## config.mk

```make
export PLATFORM = sky130hd
export DESIGN_NAME = ussf_status
export DESIGN_NICKNAME = d
export VERILOG_FILES = /design/src/rtl/ussf_pkg.sv /design/src/rtl/ussf_evt_if.sv /design/src/rtl/ussf_flag_reg.sv /design/src/rtl/ussf_status.sv
export SDC_FILE = /design/constraint.sdc
export NUM_CORES = 1
export LEC_CHECK = 0
export BUFFER_PORTS_ARGS = -buffer_cell sky130_fd_sc_hd__buf_2
export CAP_MARGIN = 20
export CORE_MARGIN = 4
export CORE_UTILIZATION = 34
export CTS_CLUSTER_SIZE = 10
export DETAILED_ROUTE_END_ITERATION = 10
export PLACE_DENSITY = 0.54
export SKIP_CTS_REPAIR_TIMING = 1
export SLEW_MARGIN = 5
export SYNTH_ARGS = -nofsm -noshare
export SYNTH_HDL_FRONTEND = slang
export SYNTH_SLANG_ARGS = --single-unit
```

## constraint.sdc

```tcl
create_clock -name pclk -period 1.7 [get_ports pclk]
set_input_delay 0 -clock pclk [delete_from_list [all_inputs] [get_ports pclk]]
set_output_delay 0 -clock pclk [all_outputs]
set_load 0.005 [all_outputs]
```

## src/rtl/ussf_pkg.sv

```systemverilog
// Package for the engine status flag block: offsets, fields, reset values
// Summary of operation
// - Device: SETUP then DATA1 sets toggle fault
// - Device: OUT PID mismatch sets toggle fault
// - Host: wrong IN data PID sets toggle fault
// - Any ACK received sets acknowledge-seen flag
// - Missing ACK within turnaround sets timeout
// - Receive data too fast sets overrun flag
// - Bit stuffing violation sets stuffing flag
// - CRC failure sets checksum fault flag
// - Device: host bus reset sets reset flag
// - Device: final-buffer IN/OUT sets transfer done
// - Host: setup-only, final/zero IN, final OUT done
// - Device: SETUP received sets setup-arrived flag
// - Remote wakeup or host resume sets resume
// - Overcurrent bit follows external detection input
// - Host speed field: 00 none, 01 LS, 10 FS
// - Suspend entry sets suspend flag, either role
// - Role bit: 0 device, 1 host
// - Host SOF enable or keep-alive enable prevents suspend
package ussf_pkg;
    localparam logic [11:0] USSF_STATUS_OFS = 12'h050;
    localparam logic [11:0] USSF_CTRL_OFS = 12'h04C;
    localparam logic [11:0] USSF_MAIN_OFS = 12'h040;
    localparam int USSF_ROLE_BIT = 1;
    localparam int USSF_SOF_EN_BIT = 9;
    localparam int USSF_KEEP_EN_BIT = 10;
    localparam int USSF_TOGGLE_BIT = 31;
    localparam int USSF_ACK_BIT = 30;
    localparam int USSF_STALL_BIT = 29;
    localparam int USSF_NAK_BIT = 28;
    localparam int USSF_TIMEOUT_BIT = 27;
    localparam int USSF_OVERRUN_BIT = 26;
    localparam int USSF_STUFF_BIT = 25;
    localparam int USSF_CRC_BIT = 24;
    localparam int USSF_BUSRST_BIT = 19;
    localparam int USSF_DONE_BIT = 18;
    localparam int USSF_SETUP_BIT = 17;
    localparam int USSF_ATTACH_BIT = 16;
    localparam int USSF_RESUME_BIT = 11;
    localparam int USSF_OVERCUR_BIT = 10;
    localparam int USSF_SPEED_LSB = 8;
    localparam int USSF_SUSPEND_BIT = 4;
    localparam int USSF_LINE_LSB = 2;
    localparam int USSF_VBUS_BIT = 0;
    localparam logic [31:0] USSF_STICKY_MASK = 32'hFF0F_0B10;
    localparam logic [31:0] USSF_STATUS_RST = 32'h0000_0000;
    localparam logic [31:0] USSF_CTRL_RST = 32'h0000_0000;
    localparam logic [1:0] USSF_SPEED_NONE = 2'h0;
    localparam logic [1:0] USSF_SPEED_LS = 2'h1;
    localparam logic [1:0] USSF_SPEED_FS = 2'h2;
    // Line state encodings as seen on the differential pair
    localparam logic [1:0] USSF_LINE_J = 2'h1;
    localparam logic [1:0] USSF_LINE_K = 2'h2;
    // Turnaround limit held as ns; plain default, tune per bus speed
    localparam int USSF_TURN_NS = 1500;
    localparam int USSF_CLK_NS = 20;
    localparam int USSF_TURN_CYC = USSF_TURN_NS / USSF_CLK_NS;
    typedef enum logic [1:0] {
        USSF_ST_IDLE = 2'b00,
        USSF_ST_WAIT_ACK = 2'b01,
        USSF_ST_SETUP_DATA = 2'b10
    } ussf_state_e;
endpackage

```

## src/rtl/ussf_evt_if.sv

```systemverilog
// Interface carrying the one-cycle event set vector to the flag register
`timescale 1ns/1ps
interface ussf_evt_if;
    logic [31:0] set_vec;
    logic [31:0] clr_vec;
    logic [31:0] flags;
    modport src (output set_vec, output clr_vec, input flags);
    modport dst (input set_vec, input clr_vec, output flags);
endinterface

```

## src/rtl/ussf_flag_reg.sv

```systemverilog
// Sticky write-one-to-clear flag register, set beats clear
`timescale 1ns/1ps
module ussf_flag_reg
    import ussf_pkg::*;
(
    input wire logic pclk,
    input wire logic presetn,
    input wire logic clk_en,
    ussf_evt_if.dst evt
);
    typedef struct packed {
        logic [31:0] flags;
    } ussf_flag_s;
    ussf_flag_s st_q;
    ussf_flag_s st_d;

    // Event set wins over a clear landing in the same cycle
    always_comb begin
        st_d = st_q;
        st_d.flags = ((st_q.flags & ~evt.clr_vec) | evt.set_vec)
            & USSF_STICKY_MASK;
    end

    // Only sticky positions are stored here
    always_ff @(posedge pclk or negedge presetn) begin
        if (!presetn) begin
            st_q <= '{flags: USSF_STATUS_RST};
        end else if (clk_en) begin
            st_q <= st_d;
        end
    end

    assign evt.flags = st_q.flags;
endmodule // ussf_flag_reg

```

## src/rtl/ussf_status.sv

```systemverilog
// Engine status word with APB slave and event-to-flag logic
//
// The APB interface to the registers is this design's own decision.
`timescale 1ns/1ps
module ussf_status
    import ussf_pkg::*;
#(
    parameter int TURN_CYC = USSF_TURN_CYC
) (
    input wire logic pclk,
    input wire logic presetn,
    input wire logic clk_en,
    input wire logic psel,
    input wire logic penable,
    input wire logic pwrite,
    input wire logic [11:0] paddr,
    input wire logic [31:0] pwdata,
    output logic [31:0] prdata,
    output logic pready,
    output logic pslverr,
    input wire logic rx_pid_valid,
    input wire logic rx_is_setup,
    input wire logic rx_is_out,
    input wire logic rx_is_in,
    input wire logic rx_is_data,
    input wire logic rx_data1,
    input wire logic rx_data_len_zero,
    input wire logic rx_is_ack,
    input wire logic rx_is_nak,
    input wire logic rx_is_stall,
    input wire logic tx_data_done,
    input wire logic tx_setup_done,
    input wire logic setup_no_data,
    input wire logic ack_expected,
    input wire logic buf_toggle1,
    input wire logic final_buffer_marker,
    input wire logic rx_overrun,
    input wire logic rx_stuff_err,
    input wire logic rx_crc_err,
    input wire logic line_bus_reset,
    input wire logic line_resume,
    input wire logic line_suspend,
    input wire logic line_connect,
    input wire logic [1:0] line_state,
    input wire logic dev_low_speed,
    input wire logic supply_overcurrent_in,
    input wire logic supply_present_in,
    output logic role_select_bit,
    output logic bus_suspended
);
    typedef struct packed {
        logic [31:0] main_ctrl;
        logic [31:0] sie_ctrl;
        logic [31:0] rdata;
        logic [1:0] speed;
        ussf_state_e state;
        logic [15:0] turn_cnt;
        logic setup_seen;
    } ussf_core_s;
    ussf_core_s st_q;
    ussf_core_s st_d;
    ussf_evt_if evt ();

    // Register address decode reused for read and write
    function automatic logic [1:0] reg_sel(input logic [11:0] a);
        case (a)
            USSF_MAIN_OFS: reg_sel = 2'h1;
            USSF_CTRL_OFS: reg_sel = 2'h2;
            USSF_STATUS_OFS: reg_sel = 2'h3;
            default: reg_sel = 2'h0;
        endcase
    endfunction

    logic host;
    logic access;
    logic wr;
    logic timeout;
    logic [31:0] set_v;
    logic [31:0] live;

    assign host = st_q.main_ctrl[USSF_ROLE_BIT];
    assign access = psel && penable;
    assign wr = access && pwrite;
    assign timeout = (st_q.state == USSF_ST_WAIT_ACK)
        && (st_q.turn_cnt >= 16'(TURN_CYC - 1));

    // Event sources mapped onto their status positions
    always_comb begin
        set_v = 32'h0000_0000;
        set_v[USSF_TOGGLE_BIT] = rx_pid_valid && rx_is_data && (
            (!host && st_q.setup_seen && rx_data1) ||
            (!host && rx_is_out && (rx_data1 != buf_toggle1)) ||
            (host && rx_is_in && (rx_data1 != buf_toggle1)));
        set_v[USSF_ACK_BIT] = rx_pid_valid && rx_is_ack;
        set_v[USSF_STALL_BIT] = host && rx_pid_valid && rx_is_stall;
        set_v[USSF_NAK_BIT] = host && rx_pid_valid && rx_is_nak;
        set_v[USSF_TIMEOUT_BIT] = timeout;
        set_v[USSF_OVERRUN_BIT] = rx_overrun;
        set_v[USSF_STUFF_BIT] = rx_stuff_err;
        set_v[USSF_CRC_BIT] = rx_crc_err;
        set_v[USSF_BUSRST_BIT] = !host && line_bus_reset;
        set_v[USSF_DONE_BIT] =
            (!host && tx_data_done && final_buffer_marker) ||
            (!host && rx_pid_valid && rx_is_data && rx_is_out
                && final_buffer_marker) ||
            (host && tx_setup_done && setup_no_data) ||
            (host && rx_pid_valid && rx_is_data && rx_is_in
                && (final_buffer_marker || rx_data_len_zero)) ||
            (host && tx_data_done && final_buffer_marker);
        set_v[USSF_SETUP_BIT] = !host && rx_pid_valid
            && rx_is_setup && !rx_is_data;
        set_v[USSF_ATTACH_BIT] = !host && line_connect;
        set_v[USSF_RESUME_BIT] = line_resume;
        set_v[USSF_SUSPEND_BIT] = line_suspend && !(host
            && (st_q.sie_ctrl[USSF_SOF_EN_BIT]
            || st_q.sie_ctrl[USSF_KEEP_EN_BIT]));
    end

    assign evt.set_vec = set_v;
    assign evt.clr_vec = (wr && reg_sel(paddr) == 2'h3)
        ? pwdata : 32'h0000_0000;

    ussf_flag_reg u_flags (
        .pclk(pclk),
        .presetn(presetn),
        .clk_en(clk_en),
        .evt(evt)
    );

    // Read-only live fields merged with the sticky flags
    always_comb begin
        live = evt.flags;
        live[USSF_OVERCUR_BIT] = supply_overcurrent_in;
        live[USSF_SPEED_LSB +: 2] = host ? st_q.speed
            : USSF_SPEED_NONE;
        live[USSF_LINE_LSB +: 2] = line_state;
        live[USSF_VBUS_BIT] = supply_present_in;
    end

    // Next state: registers, speed tracking, turnaround timer
    always_comb begin
        st_d = st_q;
        if (wr && reg_sel(paddr) == 2'h1) begin
            st_d.main_ctrl = pwdata;
        end
        if (wr && reg_sel(paddr) == 2'h2) begin
            st_d.sie_ctrl = pwdata;
        end
        // Read data captured in setup so it is stable in access
        if (psel && !penable && !pwrite) begin
            case (reg_sel(paddr))
                2'h1: st_d.rdata = st_q.main_ctrl;
                2'h2: st_d.rdata = st_q.sie_ctrl;
                2'h3: st_d.rdata = live;
                default: st_d.rdata = 32'h0000_0000;
            endcase
        end
        // Speed follows idle line polarity once attached
        if (!host || line_state == 2'h0) begin
            st_d.speed = USSF_SPEED_NONE;
        end else if (dev_low_speed || line_state == USSF_LINE_K) begin
            st_d.speed = USSF_SPEED_LS;
        end else if (line_state == USSF_LINE_J) begin
            st_d.speed = USSF_SPEED_FS;
        end
        // Setup seen arms the DATA0 check for the next data packet
        if (rx_pid_valid && rx_is_setup && !rx_is_data) begin
            st_d.setup_seen = 1'b1;
        end else if (rx_pid_valid && rx_is_data) begin
            st_d.setup_seen = 1'b0;
        end
        case (st_q.state)
            USSF_ST_IDLE: begin
                st_d.turn_cnt = 16'h0000;
                if (ack_expected) begin
                    st_d.state = USSF_ST_WAIT_ACK;
                end
            end
            USSF_ST_WAIT_ACK: begin
                st_d.turn_cnt = st_q.turn_cnt + 16'h0001;
                if ((rx_pid_valid && (rx_is_ack || rx_is_nak
                    || rx_is_stall)) || timeout) begin
                    st_d.state = USSF_ST_IDLE;
                end
            end
            default: st_d.state = USSF_ST_IDLE;
        endcase
    end

    // All state held while clock enable is low
    always_ff @(posedge pclk or negedge presetn) begin
        if (!presetn) begin
            st_q <= '{main_ctrl: USSF_CTRL_RST, sie_ctrl: USSF_CTRL_RST,
                rdata: 32'h0000_0000, speed: USSF_SPEED_NONE,
                state: USSF_ST_IDLE, turn_cnt: 16'h0000,
                setup_seen: 1'b0};
        end else if (clk_en) begin
            st_q <= st_d;
        end
    end

    // Zero-wait slave; stalls only through the clock enable
    assign pready = clk_en;
    assign pslverr = access && reg_sel(paddr) == 2'h0;
    assign prdata = st_q.rdata;
    assign role_select_bit = host;
    assign bus_suspended = evt.flags[USSF_SUSPEND_BIT];
endmodule // ussf_status

```

# Word-level counts from Yosys, hierarchy flattened

Index checks and enable logic that the tools add are counted.

Register bits after elaboration: 133
Latch bits: 0
Memory bits (writable): 0
ROM bits: 0
Input port bits: 78
Output and inout port bits: 36
Word-level logic and storage cells: 116
Memories kept: 0

Add/sub/neg operators: 1
Multiply operators: 0
Div/mod/pow operators: 0
Order comparisons: 1
Equality and inequality tests: 15
Shifts and indexed selects: 0
Mux-type cells: 14
Bitwise operators: 3
Reduce and logical (&&, ||, !) cells: 74

Operators with widths:

| kind                                                                                  | count |
|---|---|
| 32-bit case mux with 3 select lines                                                   | 1 |
| 1-bit logical AND                                                                     | 43 |
| 12-bit by 7-bit equality test with 1-bit output (second input constant)               | 3 |
| 32-bit AND                                                                            | 1 |
| 32-bit 2-to-1 mux                                                                     | 1 |
| 32-bit inverter                                                                       | 1 |
| 32-bit bitwise OR                                                                     | 1 |
| 16-bit case mux with 2 select lines                                                   | 1 |
| 16-bit by 1-bit adder with 16-bit output (second input constant)                      | 1 |
| 16-bit by 7-bit greater-or-equal comparator with 1-bit output (second input constant) | 1 |
| 2-bit 2-to-1 mux                                                                      | 7 |
| 1-bit logical OR                                                                      | 13 |
| 2-bit AND reduction                                                                   | 6 |
| 2-bit equality test (second input constant)                                           | 5 |
| 2-bit by 1-bit equality test with 1-bit output (second input constant)                | 4 |
| 2-bit zero test                                                                       | 3 |
| 2-bit case mux with 3 select lines                                                    | 1 |
| 1-bit zero test                                                                       | 5 |
| 2-bit case mux with 2 select lines                                                    | 1 |
| 2-bit nonzero test                                                                    | 2 |
| 3-bit AND reduction                                                                   | 1 |
| 3-bit nonzero test                                                                    | 1 |
| 1-bit 2-to-1 mux                                                                      | 2 |
| 2-bit by 1-bit inequality test with 1-bit output (second input constant)              | 1 |
| other kinds (2)                                                                       | 2 |

# Depth between registers and ports, before layout

Gate-level depths: netlist (run 1).

Depth after elaboration: 10
Gate-level depth with buffers: 7
Mapped depth without buffers: 5

# Modules after synthesis

From an unflattened synthesis (run 1), not the netlist that was laid out.

Cell total of the unflattened synthesis: 629
Area, all modules: 6886.6 um^2

By module, submodules not included:

| module        | instances | cells each | area an instance (um^2) | sequential area each (um^2) |
|---|---|---|---|---|
| ussf_status   | 1         | 561        | 6132.1                  | 2902.8 |
| ussf_flag_reg | 1         | 68         | 754.5                   | 400.4 |

# Least setup slack after synthesis (run 1)

No wires, ideal clock.

Kind: reg2reg
From: reg st_q[2] (netlist name)
To: reg st_q[15] (netlist name)
Setup time: 0.078 ns
Data arrival time: 1.697 ns
Slack: -0.075 ns
Stages on the path, launching flop included: 6
Path buffers: 0
Cell sequence: dfrtp_1 ha_1 nand2_1 or4_1 or3_1 a21oi_1

Longest elaborated chain between the ends: 2

RTL lines:

| what                                     | RTL line           | RTL |
|---|---|---|
| from (decl)                              | ussf_status.sv:60  | `ussf_core_s st_q;` |
| from (signal assigned)                   | ussf_status.sv:193 | `st_q <= '{main_ctrl: USSF_CTRL_RST, sie_ctrl: USSF_CTRL_RST,` |
| from (signal assigned)                   | ussf_status.sv:198 | `st_q <= st_d;` |
| 16-bit by 1-bit adder with 16-bit output | ussf_status.sv:180 | `st_d.turn_cnt = st_q.turn_cnt + 16'h0001;` |
| 16-bit case mux with 2 select lines      | ussf_status.sv:172 | `case (st_q.state)` |

No other way between the ends.
A chain may end at the register's enable or synchronous reset.

# Worst setup path in the final report (run 1)

Ends and elaborated chain as after synthesis.

==> impl_summary.md, run 1 <==
Status
The run finished, with violations left. The checks that failed: hold timing.

Synth
The synthesized design contains 0 enable-type register cells. Summing every instance area after synthesis gives 0.00631 sq mm. After synthesis, the largest family of logic cells by area is compound AO/OA/AOI/OAI gates. The share of the synthesized area in compound gates (AO/OA/AOI/OAI) was 0.145. The share of synthesized area in the top cell type comes to 0.516. The synthesized area divided by synthesized cell count is 11.1 sq um. After synthesis, the share of flip-flops with an asynchronous set or reset is 1.00.

The number of nets handed over by synthesis was 647. Yosys attributes the largest share of cell area to dfrtp_1, mux2_1, mux2_2, buf_4, a32o_1. The dominant cell by count in the synthesized netlist is dfrtp_1. The number of distinct library cells after synthesis is 52. Of the post-synthesis cell area, the part taken by muxes is 0.118. The synthesis-stage register bit count is 130. The share of synthesized cell area in and, or, nand and nor gates is 0.136. Synthesis produced 567 cells. The fraction of the yosys area taken by sequential cells is 0.516. Of the total synthesized cell area, the portion taken by XOR and XNOR cells is 0.00833. By count the netlist is led by dfrtp_1, nand2_1, nor2_1, mux2_1, buf_4.

The total of warnings raised by yosys is 0. The main flop type after synthesis is dfrtp_1. Of the total synthesized cell area, the portion taken by full adders, half adders and majority gates is 0.00397. The library cell occupying the most area in the post-synthesis netlist is dfrtp_1.

Route
Once detail routing completed, the nets flagged for antenna violations numbered 0. In the routed design, unresolved DRC markers number 0. The detailed-route wire length per cell is 18.6 um. The final route contains 5145 vias. For this block, the initial DRC count from the detailed router was 377. The detail-routed via count per cell is 5.30. The first TritonRoute pass finished after 5 iterations.

The wire length after detailed routing is 18.1 mm.

Timing
The post-route worst hold slack is -0.0217 ns. The worst clock skew is 0.00905 ns. The total count of hold-check failures in the final report is 1. The worst path needs 1.69 ns of the cycle, external delays included. For the pin with the worst max-slew slack, the measured transition is 0.577 ns.

The aggregate negative setup slack is 0 ns. Setup repair after global routing could not meet its margin everywhere. The worst pin sits at a relative slew slack of 0.615. The achievable clock frequency is 593 MHz. The final count of negative-setup-slack endpoints is 0. Dividing the final minimum period by the clock period gives 0.993. The number of pins exceeding their max-slew limit in the final report is 0.

Power
The switching power as a share of total power is 0.234. In this run the power density over the cells is 916 mW/mm^2. For this design the total switching power over the nets is 0.00179 W.

The total leakage power is 3.99 nW. The combinational share of power is 0.097. The internal power of the cells is 0.00585 W. Across the VDD grid, the largest voltage drop is 0.000689 V. The sequential share of power is 0.427.

Of the total power, the clock network draws 0.476.

Setup path
The kind of end point of the critical path is a register. The required time reported for the critical path endpoint is 2.05 ns. Of all nets on the critical path, the largest fanout is 5. Walking the worst path, the cells encountered are ha_2 > nand2_2 > or4_4 > or3_1 > a21oi_1.

The kind of critical path is register to register. STA puts the critical path data arrival time at 2.04 ns. The maximum single-stage delay on the critical path is 0.55 ns. The kind of start point of the critical path is a register. The slowest stage of the critical path is the or4_4 cell.

Placement
The routability-driven placement congestion ratio is 0.811. The detailed-placement wirelength estimate is 12.5 mm. The count of buffers added on input and output ports is 113. The total cell area at the placement stage is 0.00721 sq mm.

Finish
The area added between synthesis and finish is 32.2%. The multi-input combinational cells in the finished layout cover a total of 0.00263 sq mm. After routing the design area is 0.00834 sq mm. In the final layout, flip-flops and latches occupy 0.00325 sq mm. The number of fill cells in the layout is 1694.

The share of post-route cells with drive strength above 1 is 0.329. The total inserted antenna cells is 0. The net count of the finished layout is 808.

Floorplanning
The die width is 144 um. The starting density of the core is 0.349. The floorplan step set the die height to 144 um.

The die covers 0.0208 sq mm. The initialized floorplan defines 49 standard-cell rows. In this run the standard cell core region covers 0.0181 sq mm. The boundary pin count is 114.

Global route
The via count of the first global-routing pass is 5205. The first-pass GRT wire length is 28.6 mm. For this run, the total global-route usage over all layers was measured as 0.180. The number of antenna violations at the first check in global routing was 0. For this run the aggregate overflow at the end of global routing stands at 0. Entering global routing, the biggest net connects 40 pins.

Job
The count of max-cap constraint violations is 0.

Clock network
The longest clock path from root to sink contains 2 buffers. The clock edge transition at the registers on the reported setup and hold paths is 0.06 ns. In this run the number of H-tree levels came out at 4. The sink count of the clock tree is 130. At the later pin of the worst-skew pair, clock insertion delay measures 0.42 ns. The number of CTS-inserted buffers is 17. CTS placed an instance of clkbuf_16 at the clock tree root.

The TritonCTS clock tree is built.

Worst hold path
The path class of the lowest-slack min-delay path is input pin to register.
power groups by stage:
stage                     Clock [W]  Sequential, W  Combinational [W]
after floorplan                   0        0.00329           0.000331
after global placement            0        0.00331           0.000624
after detailed placement          0        0.00332           0.000637
after CTS                   0.00371        0.00326           0.000640
after global routing        0.00386        0.00328           0.000826
final                       0.00363        0.00326           0.000739
state kept, by name, indices dropped and copies added (netlist names):
| register | flops |
|---|---|
| prdata | 32 |
| role_select_bit | 1 |
| st_q | 83 |
| u_flags.evt.flags | 14 |
final cells by class:
| class | count | share of cell area |
|---|---|---|
| sequential | 130 | 0.390 |
| multi-input combinational | 358 | 0.316 |
| timing repair buffer | 212 | 0.185 |
| clock buffer | 23 | 0.0585 |
| tap | 229 | 0.0344 |
| clock inverter | 9 | 0.0125 |
| inverter | 9 | 0.00405 |
placed cells by master, fill, tap and decap left out, drive strengths merged, types with 3 or more instances in the layout:
cell type	instances
a21boi	3
a21oi	16
a221oi	12
a22o	11
a22oi	20
a31o	3
a31oi	4
a32o	20
and3	8
buf	161
clkbuf	23
clkinv	5
dfrtp	130
dlygate4sd3	51
inv	9
mux2	65
nand2	48
nand3	8
nand4	5
nor2	40
nor3	6
nor3b	16
nor4	8
o21ai	29
o31ai	3
or3	4
or4	3
xnor2	4
critical path, delay by kind of cell (launching register included):
kind | cells | cell delay (ns)
AO/OA/AOI/OAI | 1 | 0.12
adder cells (fa/ha/maj) | 1 | 0.20
flip-flops | 1 | 0.37
AND/OR/NAND/NOR | 3 | 0.94
stage by stage:
step	power, W	cells	util	setup WS [ns]	hold WS, ns
2_1_floorplan	0.00362	567	-	-0.00677	-0.296
3_3_place_gp	0.00394	886	0.399	-0.0891	0.0213
3_5_place_dp	0.00395	886	0.399	-0.126	0.0375
4_1_cts	0.00761	918	0.431	-0.0216	-0.404
5_1_grt	0.00796	970	0.461	-0.0467	0.00387
6_report	0.00764	970	0.461	0.0123	-0.0217
worst paths after layout:
| check | start | to | slack (ns) | cells past startpoint |
|---|---|---|---|---|
| worst min register to register | prdata[3]$_DFFE_PN0P_ | prdata[3]$_DFFE_PN0P_ | 0.48 | 2 |
| worst max register to register | st_q[2]$_DFFE_PN0P_ | st_q[15]$_DFFE_PN0P_ | 0.01 | 5 |
| worst max-delay path | st_q[2]$_DFFE_PN0P_ | st_q[15]$_DFFE_PN0P_ | 0.01 | 5 |
| max in group asynchronous | presetn | prdata[19]$_DFFE_PN0P_ | 0.88 | 3 |
| min in group asynchronous | presetn | prdata[25]$_DFFE_PN0P_ | 0.14 | 2 |
| worst min-delay path | clk_en | st_q[20]$_DFFE_PN0P_ | -0.02 | 3 |
cells by family (layout without fill, tap and decap cells):
logic type,Yosys count,count (layout)
mux,66,66
fa+ha+maj,2,2
flops,130,130
buf+inv,79,253
compound gates,125,125
simple gates,159,159
xor+xnor,6,6
layer usage:
metal / track usage / share of wire
met1: 0.247 / 0.46
met2: 0.282 / 0.47
met3: 0.0433 / 0.055
met4: 0.0565 / 0.017
met5: 0 / 0
(Power assumes the default switching activity.)
==> run 2: changes to the inputs <==
--- a/config.mk
+++ b/config.mk
@@ -11,7 +11,7 @@
 export CORE_UTILIZATION = 34
 export CTS_CLUSTER_SIZE = 10
 export DETAILED_ROUTE_END_ITERATION = 10
-export PLACE_DENSITY = 0.54
+export PLACE_DENSITY = 0.52
 export SKIP_CTS_REPAIR_TIMING = 1
 export SLEW_MARGIN = 5
 export SYNTH_ARGS = -nofsm -noshare
==> constraint.sdc (replaced) <==
create_clock -name pclk -period 2.2 [get_ports pclk]
set_input_delay 0 -clock pclk [delete_from_list [all_inputs] [get_ports pclk]]
set_output_delay 0 -clock pclk [all_outputs]
set_load 0.005 [all_outputs]
==> impl_summary.md, run 2 (same netlist as run 1, synthesis figures left out) <==
Global route
The first-pass GRT wire length is 27.8 mm. The sum of overflow across all layers after global routing is 0. Entering global routing, the biggest net connects 50 pins. The global-route total usage across every layer is 0.176. The number of antenna violations at the first check in global routing is 1. The via count of the first global-routing pass is 5048.

Worst hold path
The worst hold path belongs to the class input pin to register.

Finish
After the last flow step, the layout net total stands at 795. The finished layout holds 958 standard cells, fillers aside. The multi-input combinational cells in the finished layout cover a total of 0.00261 sq mm. Counting flops per register, the top entry is st_q. The area growth from synthesis to layout is 30.5%. The register area is 0.00325 sq mm. The number of flip-flops under the largest register name is 83. The most common library cell in the layout ignoring fill and taps is dfrtp_1. The number of fill cells in the layout is 1736. The share of post-route cells with drive strength above 1 is 0.299. In the layout the commonest cells are dfrtp_1, buf_2, dlygate4sd3_1.

Timing
The worst clock skew is 0.00895 ns. For the finished layout, the period the worst path requires is 2.05 ns. Setup violations remaining at the end of the flow were counted as 0. The aggregate negative setup slack is 0 ns. The number of pins exceeding their max-slew limit in the final report is 0. Setup repair after global routing left no endpoint under its margin. The share of the clock period used by the worst path is 0.932. For the pin with the worst max-slew slack, the measured transition is 0.668 ns. The relative slew slack is 0.554. The total count of hold-check failures in the final report is 0. Timing would allow up to 488 MHz. The worst setup margin is 0.149 ns. The post-route worst hold slack is 0.0120 ns.

Clock network
For the worst-skew pair, the clock arrives at the later sink with an insertion delay of 0.42 ns. The clock tree synthesis step divided the H-tree into 4 levels. The number of buffers on the longest clock path is 2. The master cell of the clock root buffer is clkbuf_16. The clock edge transition at the registers on the reported setup and hold paths is 0.06 ns. TritonCTS built the clock tree.

The clock drives 130 sinks. The number of CTS-inserted buffers is 17.

Power
Of the total power, the share spent switching nets is 0.243. The clock power share is 0.504. The net switching power is 0.00149 W. The analysis attributes to cell leakage a power of 3.90 nW. The power density over cell area is 744 mW/mm^2. The sequential share of power is 0.411.

The internal power of the cells is 0.00464 W. The design draws 0.00612 W. The combinational share of power is 0.085. The maximum resistive drop on vdd is 0.000532 V.

Setup path
The kind of critical path is register to register. The worst setup path is launched from a register. Along the worst path, the maximum fanout reaches 13. Data on the critical path arrives at its endpoint at 2.41 ns. The kind of end point of the critical path is a register.

The required time reported for the critical path endpoint is 2.56 ns.

Floorplanning
The area of the die is 0.0208 sq mm. The starting density of the core is 0.349. The area inside the core boundary is 0.0181 sq mm.

The die span in y is 144 um. The floorplan has 49 rows. The die width is 144 um. 114 I/O pins were placed.

Job
The count of max-cap constraint violations is 0.

Placement
The number of buffers added on ports is 113. The routability-driven placement congestion ratio is 0.802. Including well taps, the total number of placed cells is 867.

The pre-CTS setup slack is 0.282 ns. The detailed-placement wirelength estimate is 12.5 mm.

Route
The iteration count of the initial detailed-routing pass is 5. Dividing the detail-routed via count by the number of cells gives 5.34. The detailed-route wire length per cell is 19.0 um. The number of design-rule violations left by the first detailed-router iteration is 411. The total number of vias is 5120.

The number of design rule violations left after detail routing is 0. The number of nets with antenna violations after detailed routing is 0. The wire length after detailed routing is 18.2 mm.

Status
The run finished with clean final reports.
-- run 2: critical path: stages (launching register included) --
cell           delay (ns)
dfrtp_1              0.38
buf_4                0.25
nand3b_1             0.09
dlygate4sd3_1        0.57
a21oi_1              0.15
dlygate4sd3_1        0.56
-- run 2: through the flow --
| stage | area, sq um | util |
|---|---|---|
| after floorplan | 6310 | - |
| after global placement | 7000 | 0.387 |
| after detailed placement | 7000 | 0.387 |
| after CTS | 7640 | 0.423 |
| after global routing | 8230 | 0.455 |
| final | 8230 | 0.455 |
-- run 2: power groups by stage --
stage | Sequential, W | Clock, W | Combinational, W
6_report | 0.00252 | 0.00308 | 0.000522
5_1_grt | 0.00253 | 0.00325 | 0.000577
4_1_cts | 0.00252 | 0.00316 | 0.000454
3_5_place_dp | 0.00256 | 0 | 0.000452
3_3_place_gp | 0.00256 | 0 | 0.000441
2_1_floorplan | 0.00254 | 0 | 0.000254
-- run 2: path summary, 6_finish.rpt --
path,from,to,slack [ns],depth (start not counted)
setup / recovery,role_select_bit$_DFFE_PN0P_,st_q[20]$_DFFE_PN0P_,0.15,5
hold / removal,tx_data_done,u_flags.evt.flags[18]$_DFFE_PN0P_,0.01,4
setup reg to reg,role_select_bit$_DFFE_PN0P_,st_q[20]$_DFFE_PN0P_,0.15,5
hold reg to reg,prdata[10]$_DFFE_PN0P_,prdata[10]$_DFFE_PN0P_,0.48,2
max in group asynchronous,presetn,prdata[24]$_DFFE_PN0P_,1.24,3
min in group asynchronous,presetn,st_q[73]$_DFFE_PN0P_,0.15,2
-- run 2: cell type report --
cell class	instances	area share
Clock buffer	17	0.0517
Inverter	9	0.00411
Timing Repair Buffer	199	0.170
Antenna cell	1	0.000304
Tap cell	229	0.0348
Sequential cell	130	0.395
Multi-Input combinational cell	358	0.317
Clock inverter	15	0.0266
-- run 2: routing by layer --
layer | vias to the layer above | track usage | part of all wire
li1 | 2353 | - | -
met1 | 2584 | 0.234 | 0.45
met4 | 0 | 0.0589 | 0.014
met5 | - | 0 | 0
met2 | 162 | 0.276 | 0.47
met3 | 21 | 0.0542 | 0.064
